<file path="src/include/sltg_map.svh">
// register offsets, field positions, reset values and pattern constants
// assumes: included by the package; the test-pattern module uses its macros through it
`ifndef SLTG_MAP_SVH
`define SLTG_MAP_SVH

`define SLTG_OFF_CTRL 12'h000
`define SLTG_OFF_TEST 12'h004
`define SLTG_OFF_FORMAT 12'h008
`define SLTG_OFF_STATUS 12'h00C

`define SLTG_CTRL_LINK_EN 0
`define SLTG_CTRL_ENC_66 1
`define SLTG_CTRL_SH_FEC 2
`define SLTG_TEST_SEL_LSB 0
`define SLTG_STAT_PD 0
`define SLTG_STAT_ACT_LSB 4
`define SLTG_STAT_RAMP 8
`define SLTG_STAT_RELINK 9
`define SLTG_STAT_LANES_LSB 16

`define SLTG_RST_CTRL 3'h0
`define SLTG_RST_TEST 4'h0
`define SLTG_RST_FORMAT 8'h05

`define SLTG_CRC_WIDTH 12
`define SLTG_LANES 16
`define SLTG_GRP_LANES 8
`define SLTG_CLK_HI 8'hFF
`define SLTG_CLK_LO 8'h00
`define SLTG_D21_5 8'hB5
`define SLTG_K28_5 8'hBC
`define SLTG_RPAT_LEN 4'hC
`define SLTG_SEED_BASE 31'h2AC3_5E11

`endif

</file>
<file path="src/include/sltg_pkg.sv">
// types shared by the serial lane test-pattern logic
// assumes: sltg_map.svh on the include path
package sltg_pkg;
  `include "sltg_map.svh"

  typedef enum logic [3:0] {
    SLTG_NORMAL = 4'h0,
    SLTG_PRBS7 = 4'h1,
    SLTG_PRBS9 = 4'h2,
    SLTG_PRBS15 = 4'h3,
    SLTG_PRBS23 = 4'h4,
    SLTG_PRBS31 = 4'h5,
    SLTG_CLOCK = 4'h6,
    SLTG_RAMP = 4'h7,
    SLTG_SHORT_TP = 4'h8,
    SLTG_D21 = 4'h9,
    SLTG_K28 = 4'hA,
    SLTG_REP_ILA = 4'hB,
    SLTG_RPAT = 4'hC
  } sltg_test_e;

  // one octet per lane per clock towards the link layer and serializer
  typedef struct packed {
    logic [7:0] octet;
    logic is_k;
    logic raw;
    logic drv_en;
  } sltg_lane_s;

  typedef struct packed {
    logic link_en;
    logic enc_66;
    logic sh_fec;
  } sltg_ctrl_s;

endpackage : sltg_pkg

</file>
<file path="src/rtl/sltg_pattern_gen.sv">
// serial lane test-pattern generator with apb control registers
// assumes: link layer and serdes status on mclk; powerdown_pin and
// sync_req_n arrive from pins and are synchronised here
//
// Function
// - sync header check is twelve-bit CRC or FEC
// - sync header mode can select FEC instead
// - power-down pin high disables all lane drivers
// - test select picks mode; lanes follow format
// - PRBS bypasses framing, scrambling and encoding
// - PRBS7 taps six and seven, period 127
// - PRBS9 taps five and nine, period 511
// - PRBS15 taps fourteen and fifteen
// - PRBS23 taps eighteen and twenty-three
// - PRBS31 taps twenty-eight and thirty-one
// - every lane seeds its PRBS differently
// - clock pattern eight ones, eight zeros, raw
// - ramp octet counter, same on all lanes
// - ramp starts after ILA or serdes init
// - short transport: k then FF minus k
// - transport pattern only on enabled lanes
// - D21.5 sent continuously under both codings
// - K28.5 sent continuously, 8b/10b only
// - repeated ILA restarts on each sync request
// - modified RPAT twelve-octet cycle, 8b/10b only
// - RPAT octets BE D7 23 47 6B 8F B3 14 5E FB 35 59
`timescale 1ns/1ps
`default_nettype none

module sltg_pattern_gen
  import sltg_pkg::*;
(
  input wire logic mclk, // 40 MHz system clock
  input wire logic rst_n, // synchronous reset, active low
  input wire logic psel, // apb select
  input wire logic penable, // apb access phase
  input wire logic pwrite, // apb write
  input wire logic [11:0] paddr, // apb byte address
  input wire logic [31:0] pwdata, // apb write data
  output logic [31:0] prdata, // apb read data
  output logic pready, // apb ready
  output logic pslverr, // apb error on unmapped address
  input wire logic powerdown_pin, // power-down pin, async
  input wire logic sync_req_n, // receiver sync request pin, async
  input wire logic ila_done, // link layer finished ILA
  input wire logic serdes_ready, // serializers initialised
  input wire logic [15:0][7:0] tl_octet, // transport layer octets
  output sltg_lane_s [15:0] lane_out, // per-lane octet stream
  output logic sh_fec, // sync header carries FEC
  output logic sh_crc12, // sync header carries CRC-12
  output logic ilas_loop, // link layer repeats ILA
  output logic cgs_restart // pulse: restart code group sync
);

  sltg_ctrl_s ctrl;
  logic [3:0] test_sel;
  logic [7:0] link_format_mode;
  sltg_test_e active_test;
  logic [1:0] pd_sync;
  logic [1:0] sync_sync;
  logic pd_q;
  logic sync_q;
  logic relink_needed;
  logic ramp_run;
  logic [7:0] ramp_cnt;
  logic frame_sel;
  logic clk_phase;
  logic [3:0] rpat_idx;
  logic [15:0][30:0] prbs_st;
  logic [4:0] lane_cnt;
  logic pd_lvl;
  logic sync_lvl;
  logic wr_en;
  logic rd_en;
  logic addr_ok;
  logic is_prbs;
  logic need_8b10b;
  logic [31:0] next_prdata;
  logic [7:0] rpat_octet;

  assign pd_lvl = pd_sync[1];
  assign sync_lvl = sync_sync[1];

  // apb: one wait state, write takes effect with pready high, read data latched the cycle before
  assign wr_en = psel && penable && pready && pwrite;
  assign rd_en = psel && penable && !pready && !pwrite;
  assign addr_ok = (paddr == `SLTG_OFF_CTRL) || (paddr == `SLTG_OFF_TEST)
    || (paddr == `SLTG_OFF_FORMAT) || (paddr == `SLTG_OFF_STATUS);

  // lane count follows the link format mode whatever test runs
  always_comb begin
    unique case (link_format_mode)
      8'h05, 8'h2C, 8'h07, 8'h2D: lane_cnt = 5'd8;
      8'h06, 8'h32, 8'h08, 8'h33: lane_cnt = 5'd16;
      8'h22, 8'h23: lane_cnt = 5'd4;
      default: lane_cnt = 5'd8;
    endcase
  end

  // pseudo-random modes form one contiguous code range
  assign is_prbs = (active_test >= SLTG_PRBS7)
    && (active_test <= SLTG_PRBS31);

  // modes that only exist under 8b/10b coding
  assign need_8b10b = (test_sel == SLTG_K28) || (test_sel == SLTG_REP_ILA)
    || (test_sel == SLTG_RPAT);

  // octet handed to the encoder at each rpat position
  always_comb begin
    unique case (rpat_idx)
      4'h0: rpat_octet = 8'hBE;
      4'h1: rpat_octet = 8'hD7;
      4'h2: rpat_octet = 8'h23;
      4'h3: rpat_octet = 8'h47;
      4'h4: rpat_octet = 8'h6B;
      4'h5: rpat_octet = 8'h8F;
      4'h6: rpat_octet = 8'hB3;
      4'h7: rpat_octet = 8'h14;
      4'h8: rpat_octet = 8'h5E;
      4'h9: rpat_octet = 8'hFB;
      4'hA: rpat_octet = 8'h35;
      4'hB: rpat_octet = 8'h59;
      default: rpat_octet = 8'h00;
    endcase
  end

  // read mux, unmapped addresses read as zero
  always_comb begin
    next_prdata = 32'h0000_0000;
    unique case (paddr)
      `SLTG_OFF_CTRL: begin
        next_prdata[`SLTG_CTRL_LINK_EN] = ctrl.link_en;
        next_prdata[`SLTG_CTRL_ENC_66] = ctrl.enc_66;
        next_prdata[`SLTG_CTRL_SH_FEC] = ctrl.sh_fec;
      end
      `SLTG_OFF_TEST: next_prdata[3:0] = test_sel;
      `SLTG_OFF_FORMAT: next_prdata[7:0] = link_format_mode;
      `SLTG_OFF_STATUS: begin
        next_prdata[`SLTG_STAT_PD] = pd_lvl;
        next_prdata[`SLTG_STAT_ACT_LSB +: 4] = active_test;
        next_prdata[`SLTG_STAT_RAMP] = ramp_run;
        next_prdata[`SLTG_STAT_RELINK] = relink_needed;
        next_prdata[`SLTG_STAT_LANES_LSB +: 5] = lane_cnt;
      end
      default: next_prdata = 32'h0000_0000;
    endcase
  end

  // eight PRBS steps per clock, first bit in octet msb
  function automatic logic [38:0] prbs_step8(input logic [30:0] st,
                                             input sltg_test_e mode);
    logic [30:0] s;
    logic [7:0] o;
    logic nb;
    s = st;
    o = 8'h00;
    for (int b = 7; b >= 0; b--) begin
      unique case (mode)
        SLTG_PRBS7: nb = s[5] ^ s[6];
        SLTG_PRBS9: nb = s[4] ^ s[8];
        SLTG_PRBS15: nb = s[13] ^ s[14];
        SLTG_PRBS23: nb = s[17] ^ s[22];
        default: nb = s[27] ^ s[30];
      endcase
      o[b] = nb;
      s = {s[29:0], nb};
    end
    return {o, s};
  endfunction : prbs_step8

  // two-flop synchronisers for the pins, then one edge flop each
  always_ff @(posedge mclk) begin
    if (!rst_n) begin
      pd_sync <= 2'b00;
      sync_sync <= 2'b11;
      pd_q <= 1'b0;
      sync_q <= 1'b1;
    end else begin
      pd_sync <= {pd_sync[0], powerdown_pin};
      sync_sync <= {sync_sync[0], sync_req_n};
      pd_q <= pd_lvl;
      sync_q <= sync_lvl;
    end
  end

  // apb slave handshake and read data
  always_ff @(posedge mclk) begin
    if (!rst_n) begin
      pready <= 1'b0;
      pslverr <= 1'b0;
      prdata <= 32'h0000_0000;
    end else begin
      pready <= psel && penable && !pready;
      pslverr <= psel && penable && !pready && !addr_ok;
      if (rd_en) begin
        prdata <= next_prdata;
      end
    end
  end

  // control registers
  always_ff @(posedge mclk) begin
    if (!rst_n) begin
      ctrl <= `SLTG_RST_CTRL;
      test_sel <= `SLTG_RST_TEST;
      link_format_mode <= `SLTG_RST_FORMAT;
    end else if (wr_en) begin
      if (paddr == `SLTG_OFF_CTRL) begin
        ctrl.link_en <= pwdata[`SLTG_CTRL_LINK_EN];
        ctrl.enc_66 <= pwdata[`SLTG_CTRL_ENC_66];
        ctrl.sh_fec <= pwdata[`SLTG_CTRL_SH_FEC];
      end
      if (paddr == `SLTG_OFF_TEST) begin
        test_sel <= pwdata[`SLTG_TEST_SEL_LSB +: 4];
      end
      if (paddr == `SLTG_OFF_FORMAT) begin
        link_format_mode <= pwdata[7:0];
      end
    end
  end

  // selection is taken over only while the link is disabled
  always_ff @(posedge mclk) begin
    if (!rst_n) begin
      active_test <= SLTG_NORMAL;
    end else if (!ctrl.link_en) begin
      if (test_sel > SLTG_RPAT) begin
        active_test <= SLTG_NORMAL;
      end else if (need_8b10b && ctrl.enc_66) begin
        active_test <= SLTG_NORMAL;
      end else begin
        active_test <= sltg_test_e'(test_sel);
      end
    end
  end

  // sticky relink flag after power-down exit, write one clears
  always_ff @(posedge mclk) begin
    if (!rst_n) begin
      relink_needed <= 1'b0;
    end else if (pd_q && !pd_lvl) begin
      relink_needed <= 1'b1;
    end else if (wr_en && (paddr == `SLTG_OFF_STATUS)
                 && pwdata[`SLTG_STAT_RELINK]) begin
      relink_needed <= 1'b0;
    end
  end

  // sync header check selection, one bit so no three-bit CRC exists
  always_ff @(posedge mclk) begin
    if (!rst_n) begin
      sh_fec <= 1'b0;
      sh_crc12 <= 1'b0;
    end else begin
      sh_fec <= ctrl.enc_66 && ctrl.sh_fec;
      sh_crc12 <= ctrl.enc_66 && !ctrl.sh_fec;
    end
  end

  // repeated ILA control towards the link layer
  always_ff @(posedge mclk) begin
    if (!rst_n) begin
      ilas_loop <= 1'b0;
      cgs_restart <= 1'b0;
    end else begin
      ilas_loop <= (active_test == SLTG_REP_ILA);
      cgs_restart <= (active_test == SLTG_REP_ILA) && sync_q
        && !sync_lvl;
    end
  end

  // ramp start gate and octet counter
  always_ff @(posedge mclk) begin
    if (!rst_n) begin
      ramp_run <= 1'b0;
      ramp_cnt <= 8'h00;
    end else if (active_test != SLTG_RAMP || !ctrl.link_en) begin
      ramp_run <= 1'b0;
      ramp_cnt <= 8'h00;
    end else if (!ramp_run) begin
      ramp_run <= ctrl.enc_66 ? serdes_ready : ila_done;
    end else begin
      ramp_cnt <= ramp_cnt + 8'h01;
    end
  end

  // frame, clock phase and RPAT position counters
  always_ff @(posedge mclk) begin
    if (!rst_n) begin
      frame_sel <= 1'b0;
      clk_phase <= 1'b0;
      rpat_idx <= 4'h0;
    end else begin
      frame_sel <= (active_test == SLTG_SHORT_TP) ? !frame_sel : 1'b0;
      clk_phase <= (active_test == SLTG_CLOCK) ? !clk_phase : 1'b0;
      if (active_test != SLTG_RPAT || rpat_idx == `SLTG_RPAT_LEN - 4'h1) begin
        rpat_idx <= 4'h0;
      end else begin
        rpat_idx <= rpat_idx + 4'h1;
      end
    end
  end

  generate
    // one generator, pattern mux and output flop per lane
    for (genvar i = 0; i < `SLTG_LANES; i++) begin : g_lane
      localparam logic [30:0] SEED = `SLTG_SEED_BASE
        ^ {24'h00_0000, 4'(i), 3'b000};
      logic [38:0] step;
      logic lane_on;
      sltg_lane_s next_lane;

      assign step = prbs_step8(prbs_st[i], active_test);
      // lanes 0-7 and 8-15 form two groups, lowest lanes first
      assign lane_on = 5'(i % `SLTG_GRP_LANES) < (lane_cnt >> 1);

      // reseed whenever no pseudo-random mode runs
      always_ff @(posedge mclk) begin
        if (!rst_n) begin
          prbs_st[i] <= SEED;
        end else if (!is_prbs) begin
          prbs_st[i] <= SEED;
        end else begin
          prbs_st[i] <= step[30:0];
        end
      end

      always_comb begin
        next_lane = '0;
        next_lane.drv_en = lane_on && !pd_lvl;
        unique case (active_test)
          SLTG_PRBS7, SLTG_PRBS9, SLTG_PRBS15, SLTG_PRBS23, SLTG_PRBS31:
          begin
            next_lane.octet = step[38:31];
            next_lane.raw = 1'b1;
          end
          SLTG_CLOCK: begin
            next_lane.octet = clk_phase ? `SLTG_CLK_LO : `SLTG_CLK_HI;
            next_lane.raw = 1'b1;
          end
          SLTG_RAMP: next_lane.octet = ramp_cnt;
          SLTG_SHORT_TP: begin
            if (lane_on) begin
              next_lane.octet = frame_sel
                ? 8'hFF - 8'(i % `SLTG_GRP_LANES)
                : 8'(i % `SLTG_GRP_LANES);
            end else begin
              next_lane.octet = 8'h00;
            end
          end
          SLTG_D21: next_lane.octet = `SLTG_D21_5;
          SLTG_K28: begin
            next_lane.octet = `SLTG_K28_5;
            next_lane.is_k = 1'b1;
          end
          SLTG_RPAT: next_lane.octet = rpat_octet;
          default: next_lane.octet = tl_octet[i];
        endcase
      end

      always_ff @(posedge mclk) begin
        if (!rst_n) begin
          lane_out[i] <= '0;
        end else begin
          lane_out[i] <= next_lane;
        end
      end
    end
  endgenerate

endmodule : sltg_pattern_gen

`default_nettype wire

</file>
<file path="config.mk">
export PLATFORM = sky130hd
export DESIGN_NAME = sltg_pattern_gen
export DESIGN_NICKNAME = d
export VERILOG_FILES = /design/src/include/sltg_pkg.sv /design/src/rtl/sltg_pattern_gen.sv
export VERILOG_INCLUDE_DIRS = /design/src /design/src/include
export SDC_FILE = /design/constraint.sdc
export NUM_CORES = 1
export LEC_CHECK = 0
export ABC_CLOCK_PERIOD_IN_PS = 5600
export BUFFER_PORTS_ARGS = -buffer_cell sky130_fd_sc_hd__buf_2
export CORE_UTILIZATION = 39
export CTS_CLUSTER_DIAMETER = 60
export CTS_CLUSTER_SIZE = 24
export DETAILED_ROUTE_END_ITERATION = 8
export GPL_ROUTABILITY_DRIVEN = 0
export PLACE_DENSITY = 0.68
export SYNTH_ARGS = -nofsm -noshare
export SYNTH_HDL_FRONTEND = slang
export SYNTH_SLANG_ARGS = --single-unit
</file>
<file path="constraint.sdc">
create_clock -name mclk -period 5.6 [get_ports mclk]
set_clock_uncertainty 0.05 [all_clocks]
set_input_delay 0.56 -clock mclk [delete_from_list [all_inputs] [get_ports mclk]]
set_output_delay 0.56 -clock mclk [all_outputs]
set_load 0.05 [all_outputs]
</file>
---- Yosys cells after proc, flatten, opt, wreduce, memory -nomap -nowiden ----
Memory sizes are Yosys's and may differ from the RTL's. A register that Yosys moved wholly into a read port is not among the register bits.
Index checks and enable logic that the tools add are counted.
storage, ports and cells
  bits in registers ....................... 696
  memory bits (read-only) ................. 128
  input bits .............................. 181
  output and inout port bits .............. 214
  logic and storage cells ................. 977
  memories kept ........................... 1
operators by class
  add/sub/neg operators ................... 2
  order comparisons ....................... 11
  equality and inequality tests ........... 27
  muxes and demuxes ....................... 177
  bitwise gates (word level) .............. 641
  reductions and logical operators ........ 53
memory list
  name              depth  bits a word  read ports  clocked after Yosys merged registers in  wr ports  line                     text
  (name not given)  16     8            1           1                                        0         sltg_pattern_gen.sv:110  unique case (rpat_idx)
operators by type and width
  kind                                                count
  one-hot mux 8 bit (7 select lines)                  16
  XOR 1 bit                                           640
  one-hot mux 1 bit (4 select lines)                  129
  two-way mux 8 bit                                   17
  == test 4 bit (second input constant)               9
  == test 8 x 6 -> 1 bit (second input constant)      4
  == test 12 x 4 -> 1 bit (second input constant)     2
  logical AND 1 bit                                   23
  == test 4 x 3 -> 1 bit (second input constant)      4
  < comparator 3 x 4 -> 1 bit (first input constant)  4
  == test 12 x 3 -> 1 bit (second input constant)     1
  zero test 12 bit                                    1
  two-way mux 4 bit                                   3
  AND reduction 2 bit                                 6
  one-hot mux 5 bit (2 select lines)                  1
  zero test 1 bit                                     9
  adder 8 x 1 -> 8 bit (second input constant)        1
  == test 4 x 2 -> 1 bit (second input constant)      2
  == test 8 x 3 -> 1 bit (second input constant)      1
  == test 8 x 4 -> 1 bit (second input constant)      1
  < comparator 1 x 4 -> 1 bit (first input constant)  2
  < comparator 2 x 4 -> 1 bit (first input constant)  2
  one-hot mux 4 bit (2 select lines)                  1
  logical OR 1 bit                                    7
  18 further kinds                                    25

---- Logic depth before layout (Yosys ltp) ----
Gate-level depths: netlist (run 1).
  depth after elaboration ................. 7
  depth in mapped cells ................... 12
  mapped depth without buffers ............ 10

---- Least setup slack after synthesis (run 1) ----
No wires, ideal clock.
  path kind ............................... input to register
  from .................................... in paddr[7]
  to ...................................... reg link_format_mode[0]
  setup time .............................. 0.130 ns
  arrival ................................. 2.364 ns
  data required time ...................... 5.420 ns
  slack ................................... 3.056 ns
  stages on the path ...................... 6
  path buffers ............................ 0
  cell sequence ........................... or4_1 nor4_4 nand4_1 nor2_2 mux2i_1 nand2_1
on the way
  word-level cells in the longest chain between the ends .. 2
RTL lines
  item                           line                     text
  start, declared                sltg_pattern_gen.sv:38   input wire logic [11:0] paddr,
  == test 12 x 4 -> 1 bit        --
  AND reduction 2 bit (no line)  --
  end signal, assigned           sltg_pattern_gen.sv:206  link_format_mode <= `SLTG_RST_FORMAT;
  end signal, assigned           sltg_pattern_gen.sv:217  link_format_mode <= pwdata[7:0];
  end, declared                  sltg_pattern_gen.sv:57   logic [7:0] link_format_mode;
No other way between the ends.
A chain may end at the register's enable or synchronous reset.

---- Worst setup path after layout (run 1) ----
  from .................................... reg active_test[2]
  to ...................................... reg prbs_st (netlist bit g_lane[2].step[10])
on the way
  word-level cells in the longest chain between the ends .. 4
  elaborated cells on any way between the ends .. 11
  classes of those cells .................. order compare (2); eq/ne (4); mux (2); bitwise (1); reduce/logical (2)
RTL lines
  item                                                  line                     text
  start, declared                                       sltg_pattern_gen.sv:58   sltg_test_e active_test;
  start signal, assigned                                sltg_pattern_gen.sv:232  active_test <= sltg_test_e'(test_sel);
  == test 4 x 3 -> 1 bit, or another cell as far along  sltg_pattern_gen.sv:158  unique case (mode)
  one-hot mux 1 bit (4 select lines)                    sltg_pattern_gen.sv:158
  XOR 1 bit                                             sltg_pattern_gen.sv:160  SLTG_PRBS9: nb = s[4] ^ s[8];
  one-hot mux 1 bit (4 select lines)                    sltg_pattern_gen.sv:158
  end signal, assigned by index                         sltg_pattern_gen.sv:324  prbs_st[i] <= step[30:0];
  end, declared                                         sltg_pattern_gen.sv:69   logic [15:0][30:0] prbs_st;
Several ways; a longest one is shown, not always the timed one.

==> impl_metrics.ini, run 1 <==
[run_status]
status = finished, final reports clean

[clocking]
cts_inserted_buffers = 56
post-cts-setup-buffer-count = 0
tritoncts = built
h-tree-depth = 2
clkSlewWorstSetupHoldPaths_ns = 0.09
cts_root_buf = clkbuf_16
cts_resized = 0
clk_latency_ns = 0.66
cts_num_sinks = 697
cts_hold_buf = 0
clk_path_buf_depth = 3

[pwr]
p_sw_w = 0.00263
p_sw_share_pct = 26.6
comb_power_share_pct = 4.6
ir_drop_uv = 237
clkPwrFrac_pct = 44.7
p_seq_share_pct = 50.8
cell_internal_pwr_w = 0.00726
powerDensity_nw_per_um2 = 279
p_leak_nw = 14.3

[grt]
grt_pass1_vias = 24600
grt_overflow = 0
grt_pass1_wl_mm = 154
grt_max_degree = 184
grt_antenna_before_repair = 5
grt_usage_pct = 24.5

[yosys]
yosysMostFrequentCell = dfxtp_1
synth_top_area_share_pct = 44.5
ys_ff_latch = 697
synth_cell_types = 75
synthFlopType = dfxtp_1
syn_area_um2 = 31300
synth.largest_area_cell = dfxtp_1
synth_edf_count = 0
synthTopCellsByCount = dfxtp_1, xnor2_1, xor2_1
async_reset_ff_share_pct = 0
yosysSeqAreaShare_pct = 44.5
synthesis.instances = 3343
netlist_top_cells_area = dfxtp_1, xnor2_1, xor2_1, or2_2, and3_1
synth_area_per_cell_um2 = 9.37
yosysWarnings = 0

[floorplan]
start_util_pct = 39.5
die_h_um = 285
die_area_um2 = 81500
io_pins = 395
num_rows = 103
die_x_um = 285
coreArea_um2 = 79300

[final_layout]
num-nets-final = 3670
drive_gt1_share_pct = 22.9
areaGrowthSynthToFinish_pct = 13.3
design_area_um2 = 35500

[routing]
wirelength_mm = 103
vias_per_cell = 5.55
first_iter_violations = 2432
vias = 25400
dr.pass1.iters = 7
drc = 0
route.detailed.wl_per_inst_um = 22.6
ant_nets = 0

[timing]
finalSetupViolCount = 0
hold_viol_final = 0
drv_slew = 0
max_freq_ghz = 0.263
worst_slew_pin_slew_ns = 1.15
rsz0062_at_grt = false
min_period_ns = 3.81
maxSlewHeadroom_pct = 23.1
setup-tns-final_ns = 0
finalCritPeriodShare_pct = 68.0

[critical_path]
critPathRequiredTime_ns = 6.05
critPathLaunchType = flip-flop
worst_ep_arrival_time_ns = 4.26
path_max_fanout = 33
crit_type = reg -> reg
cp-end-kind = flip-flop

[place]
placed_cell_area_um2 = 33400
post-dp-hpwl_mm = 69.1
place.port_buffers = 352

[flow_run]
cap_violations = 0

[worst_hold_path]
hold_path_class = in -> reg
## cell usage in the layout (no fill, tap or decap), types with 45 or more instances in the layout
master / n
a21oi_1: 168
and3_1: 184
buf_2: 351
buf_4: 56
clkbuf_16: 57
dfxtp_1: 693
nand2_1: 117
nor2_1: 195
nor3_1: 45
o21ai_0: 182
o22ai_1: 121
or2_2: 205
xnor2_1: 359
xor2_1: 288
## cell type report
class / count / area (um^2)
Antenna cell: 2 / 5.00
Clock buffer: 63 / 1490
Clock inverter: 43 / 604
Fill cell: 7666 / 43800
Inverter: 12 / 45.0
Multi-Input combinational cell: 2302 / 15800
Sequential cell: 697 / 14000
Tap cell: 1050 / 1310
Timing Repair Buffer: 413 / 2290
## worst max-delay path, cell delays in order (launching register included)
cell and delay, ns:
dfxtp_2 0.72, or4b_2 1.16, buf_4 0.42, o22ai_1 0.28, a211oi_4 0.11, xnor2_1 0.18, a2111oi_2 0.58, nor3_1 0.11
## sequential cells by signal, summed over array words and instances (netlist names), 2 cells and up
register / cells
prbs_st: 128
link_format_mode: 8
g_lane.step: 368
ctrl: 3
sync_sync: 2
rpat_octet: 8
ramp_cnt: 8
test_sel: 4
rpat_idx: 4
prdata: 13
active_test: 4
lane_out: 133
pd_sync: 2
## stage by stage
step	cells	setup WS, ns	utilization, %	power (W)	hold slack, ns
3_5_place_dp	4474	1.92	42.2	0.00559	0.359
4_1_cts	4580	1.87	44.8	0.00996	0.0244
2_1_floorplan	3361	3.06	-	0.00545	0.336
5_1_grt	4580	1.58	44.8	0.0102	0.0522
3_3_place_gp	4474	1.93	42.2	0.00559	0.364
6_report	4582	1.79	44.8	0.00989	0.0494
## power by group through the flow
stage | Clock, W | Combinational, W | Sequential [W]
2_1_floorplan | 0 | 0.000134 | 0.00531
3_3_place_gp | 0 | 0.000450 | 0.00514
3_5_place_dp | 0 | 0.000451 | 0.00514
4_1_cts | 0.00448 | 0.000452 | 0.00502
5_1_grt | 0.00468 | 0.000472 | 0.00503
6_report | 0.00442 | 0.000451 | 0.00502
## path summary, 6_finish.rpt
| check | from | end | slack [ns] | cells past startpoint |
|---|---|---|---|---|
| setup / recovery | active_test[2] | g_lane[2].step[10] | 1.79 | 7 |
| hold / removal | sync_req_n | sync_sync[0] | 0.05 | 2 |
| setup reg to reg | active_test[2] | g_lane[2].step[10] | 1.79 | 7 |
| hold reg to reg | sync_sync[0] | sync_sync[1] | 0.38 | 1 |
## cells by family (layout without fill, tap and decap cells)
family / Yosys count / after routing / share of synthesized area, %
flip-flops: 697 / 697 / 44.5
AND/OR/NAND/NOR: 867 / 867 / 14.9
other: 1 / 21 / 0.0120
multiplexers: 18 / 18 / 0.615
buffers and inverters: 362 / 531 / 5.54
AO/OA/AOI/OAI: 743 / 743 / 16.1
adder cells (fa/ha/maj): 8 / 8 / 0.311
XOR/XNOR: 647 / 647 / 18.1
## per-layer routing
metal | routed length, um | global-route usage (%) | up-vias
met5 | 47 | 0 | -
met4 | 4380 | 10.3 | 6
met3 | 8960 | 4.99 | 243
met2 | 45000 | 37.6 | 1169
met1 | 45000 | 33.4 | 12300
li1 | - | - | 11700
Note: power is estimated with default switching activity, not from simulation.
==> inputs of run 2 (changes only) <==
ABC_CLOCK_PERIOD_IN_PS = 3800   (was 5600)
clock period = 3.8 ns   (was 5.6 ns; I/O delays follow)
==> impl_metrics.ini, run 2 (same netlist as run 1, synthesis figures left out) <==
[run_status]
status = finished, final reports clean

[floorplan]
die_h_um = 285
die_x_um = 285
start_util_pct = 39.5
coreArea_um2 = 79300
io_pins = 395
die_area_um2 = 81500
num_rows = 103

[timing]
finalSetupViolCount = 0
setup_ws_ns = 0.232
hold_viol_final = 0
drv_slew = 0
maxSlewHeadroom_pct = 18.5
rsz0062_at_grt = false
min_period_ns = 3.57
worst_slew_pin_slew_ns = 1.21
max_freq_ghz = 0.280
finalCritPeriodShare_pct = 93.9
setup-tns-final_ns = 0
holdWs_ns = 0.0166

[critical_path]
crit_family = compound AO/OA/AOI/OAI gates
max_stage_delay_ns = 0.69
cp-end-kind = flip-flop
crit_buf_inv = 1
critPathRequiredTime_ns = 4.27
path_max_fanout = 33
slowest_stage = dfxtp_2
crit_type = reg -> reg
crit_path_cell_trace = or4b_4 -> buf_4 -> o22ai_1 -> a221oi_1 -> a21boi_0 -> xnor2_1 -> a21oi_1 -> a211oi_1
worst_ep_arrival_time_ns = 4.03
critPathLaunchType = flip-flop

[clocking]
clk_latency_ns = 0.69
h-tree-depth = 2
tritoncts = built
cts_inserted_buffers = 59
cts_resized = 0
clk_path_buf_depth = 3
cts_root_buf = clkbuf_16
clkSlewWorstSetupHoldPaths_ns = 0.09
cts_num_sinks = 697

[routing]
first_iter_violations = 2605
vias = 26300
dr.pass1.iters = 6
vias_per_cell = 5.53
ant_nets = 0
route.detailed.wl_per_inst_um = 22.2
drc = 0
wirelength_mm = 106

[place]
pre_cts_slack_ns = 0.466
post-dp-hpwl_mm = 72.4
placed_cell_area_um2 = 33900
place.port_buffers = 352

[grt]
grt_antenna_before_repair = 3
grt_busiest_layer = met2
grt_max_degree = 72
grt_usage_pct = 25.1
grt_util_met1_pct = 33.2
grt_overflow = 0
use_met3_pct = 5.74
grt_pass1_vias = 25400
grt_pass1_wl_mm = 158
grt_util_met2_pct = 39.1

[final_layout]
final_core_util_pct = 47.1
num-nets-final = 3843
regArea_um2 = 14000
layout_commonest_cell = dfxtp_1
drive_gt1_share_pct = 23.4
final.fill_count = 7389
mostFrequentLayoutCells = dfxtp_1, xnor2_1, buf_2
multi_input_area_um2 = 15800
design_area_um2 = 37300
largest_reg_flops = 368
areaGrowthSynthToFinish_pct = 19.1

[pwr]
ir_drop_uv = 471
p_leak_nw = 15.1
powerDensity_nw_per_um2 = 401

[flow_run]
cap_violations = 0

[worst_hold_path]
hold_path_class = in -> reg
## run 2: cell types whose count changed in the layout (fill, tap and decap cells not counted), moves of 2 or more
cell and delta:
clkinv_8 -4, clkbuf_16 +2, clkinv_4 -4, inv_8 +2
clkinv_2 +2, buf_12 +10, inv_6 +3, clkinv_16 +3
dlygate4sd3_1 +116, clkbuf_8 -4, clkinvlp_4 +2, bufinv_16 +2
buf_4 +44
## run 2: cell type report
class / count / share of cell area, %
antenna: 2 / 0.0134
clock buffer: 62 / 3.99
clock inverter: 49 / 1.96
inverter: 12 / 0.121
multi-input combinational: 2302 / 42.3
sequential: 697 / 37.4
tap: 1050 / 3.52
timing repair buffer: 583 / 10.7
## run 2: worst register-to-register path: stages, from the launching register on
cell and delay [ns]:
dfxtp_2 0.69, or4b_4 0.65, buf_4 0.32, o22ai_1 0.11
a221oi_1 0.40, a21boi_0 0.58, xnor2_1 0.14, a21oi_1 0.34
a211oi_1 0.13
## run 2: final timing paths
path	depth (start not counted)	startpoint	endpoint	slack [ns]
setup / recovery	8	active_test[0]	lane_out[70]	0.23
hold / removal	2	tl_octet[50]	lane_out[71]	0.02
setup reg to reg	8	active_test[0]	lane_out[70]	0.23
hold reg to reg	1	sync_sync[0]	sync_sync[1]	0.37
## run 2: power breakdown
group          total (W)  switching (W)  internal, W
registers        0.00740      0.0000256      0.00737
logic           0.000769       0.000525     0.000245
clock network    0.00681        0.00346      0.00335
## run 2: per-stage QoR
step / power, W / instances
2_1_floorplan: 0.00803 / 3361
5_1_grt: 0.0154 / 4755
4_1_cts: 0.0151 / 4755
3_3_place_gp: 0.00824 / 4528
3_5_place_dp: 0.00824 / 4528
6_report: 0.0150 / 4757
## run 2: per-layer routing
layer	vias to the layer above	part of all wire [%]	wire length, um
met4	4	4.3	4580
met2	1302	44	46400
li1	12100	-	-
met3	252	9.7	10300
met5	-	0.032	34
met1	12700	42	44500
## run 2: repair_timing
action,4_1_cts,5_1_grt
hold endpoints to repair,122,0
setup buffers,0,0
setup endpoints to repair,0,0
hold buffers,116,0
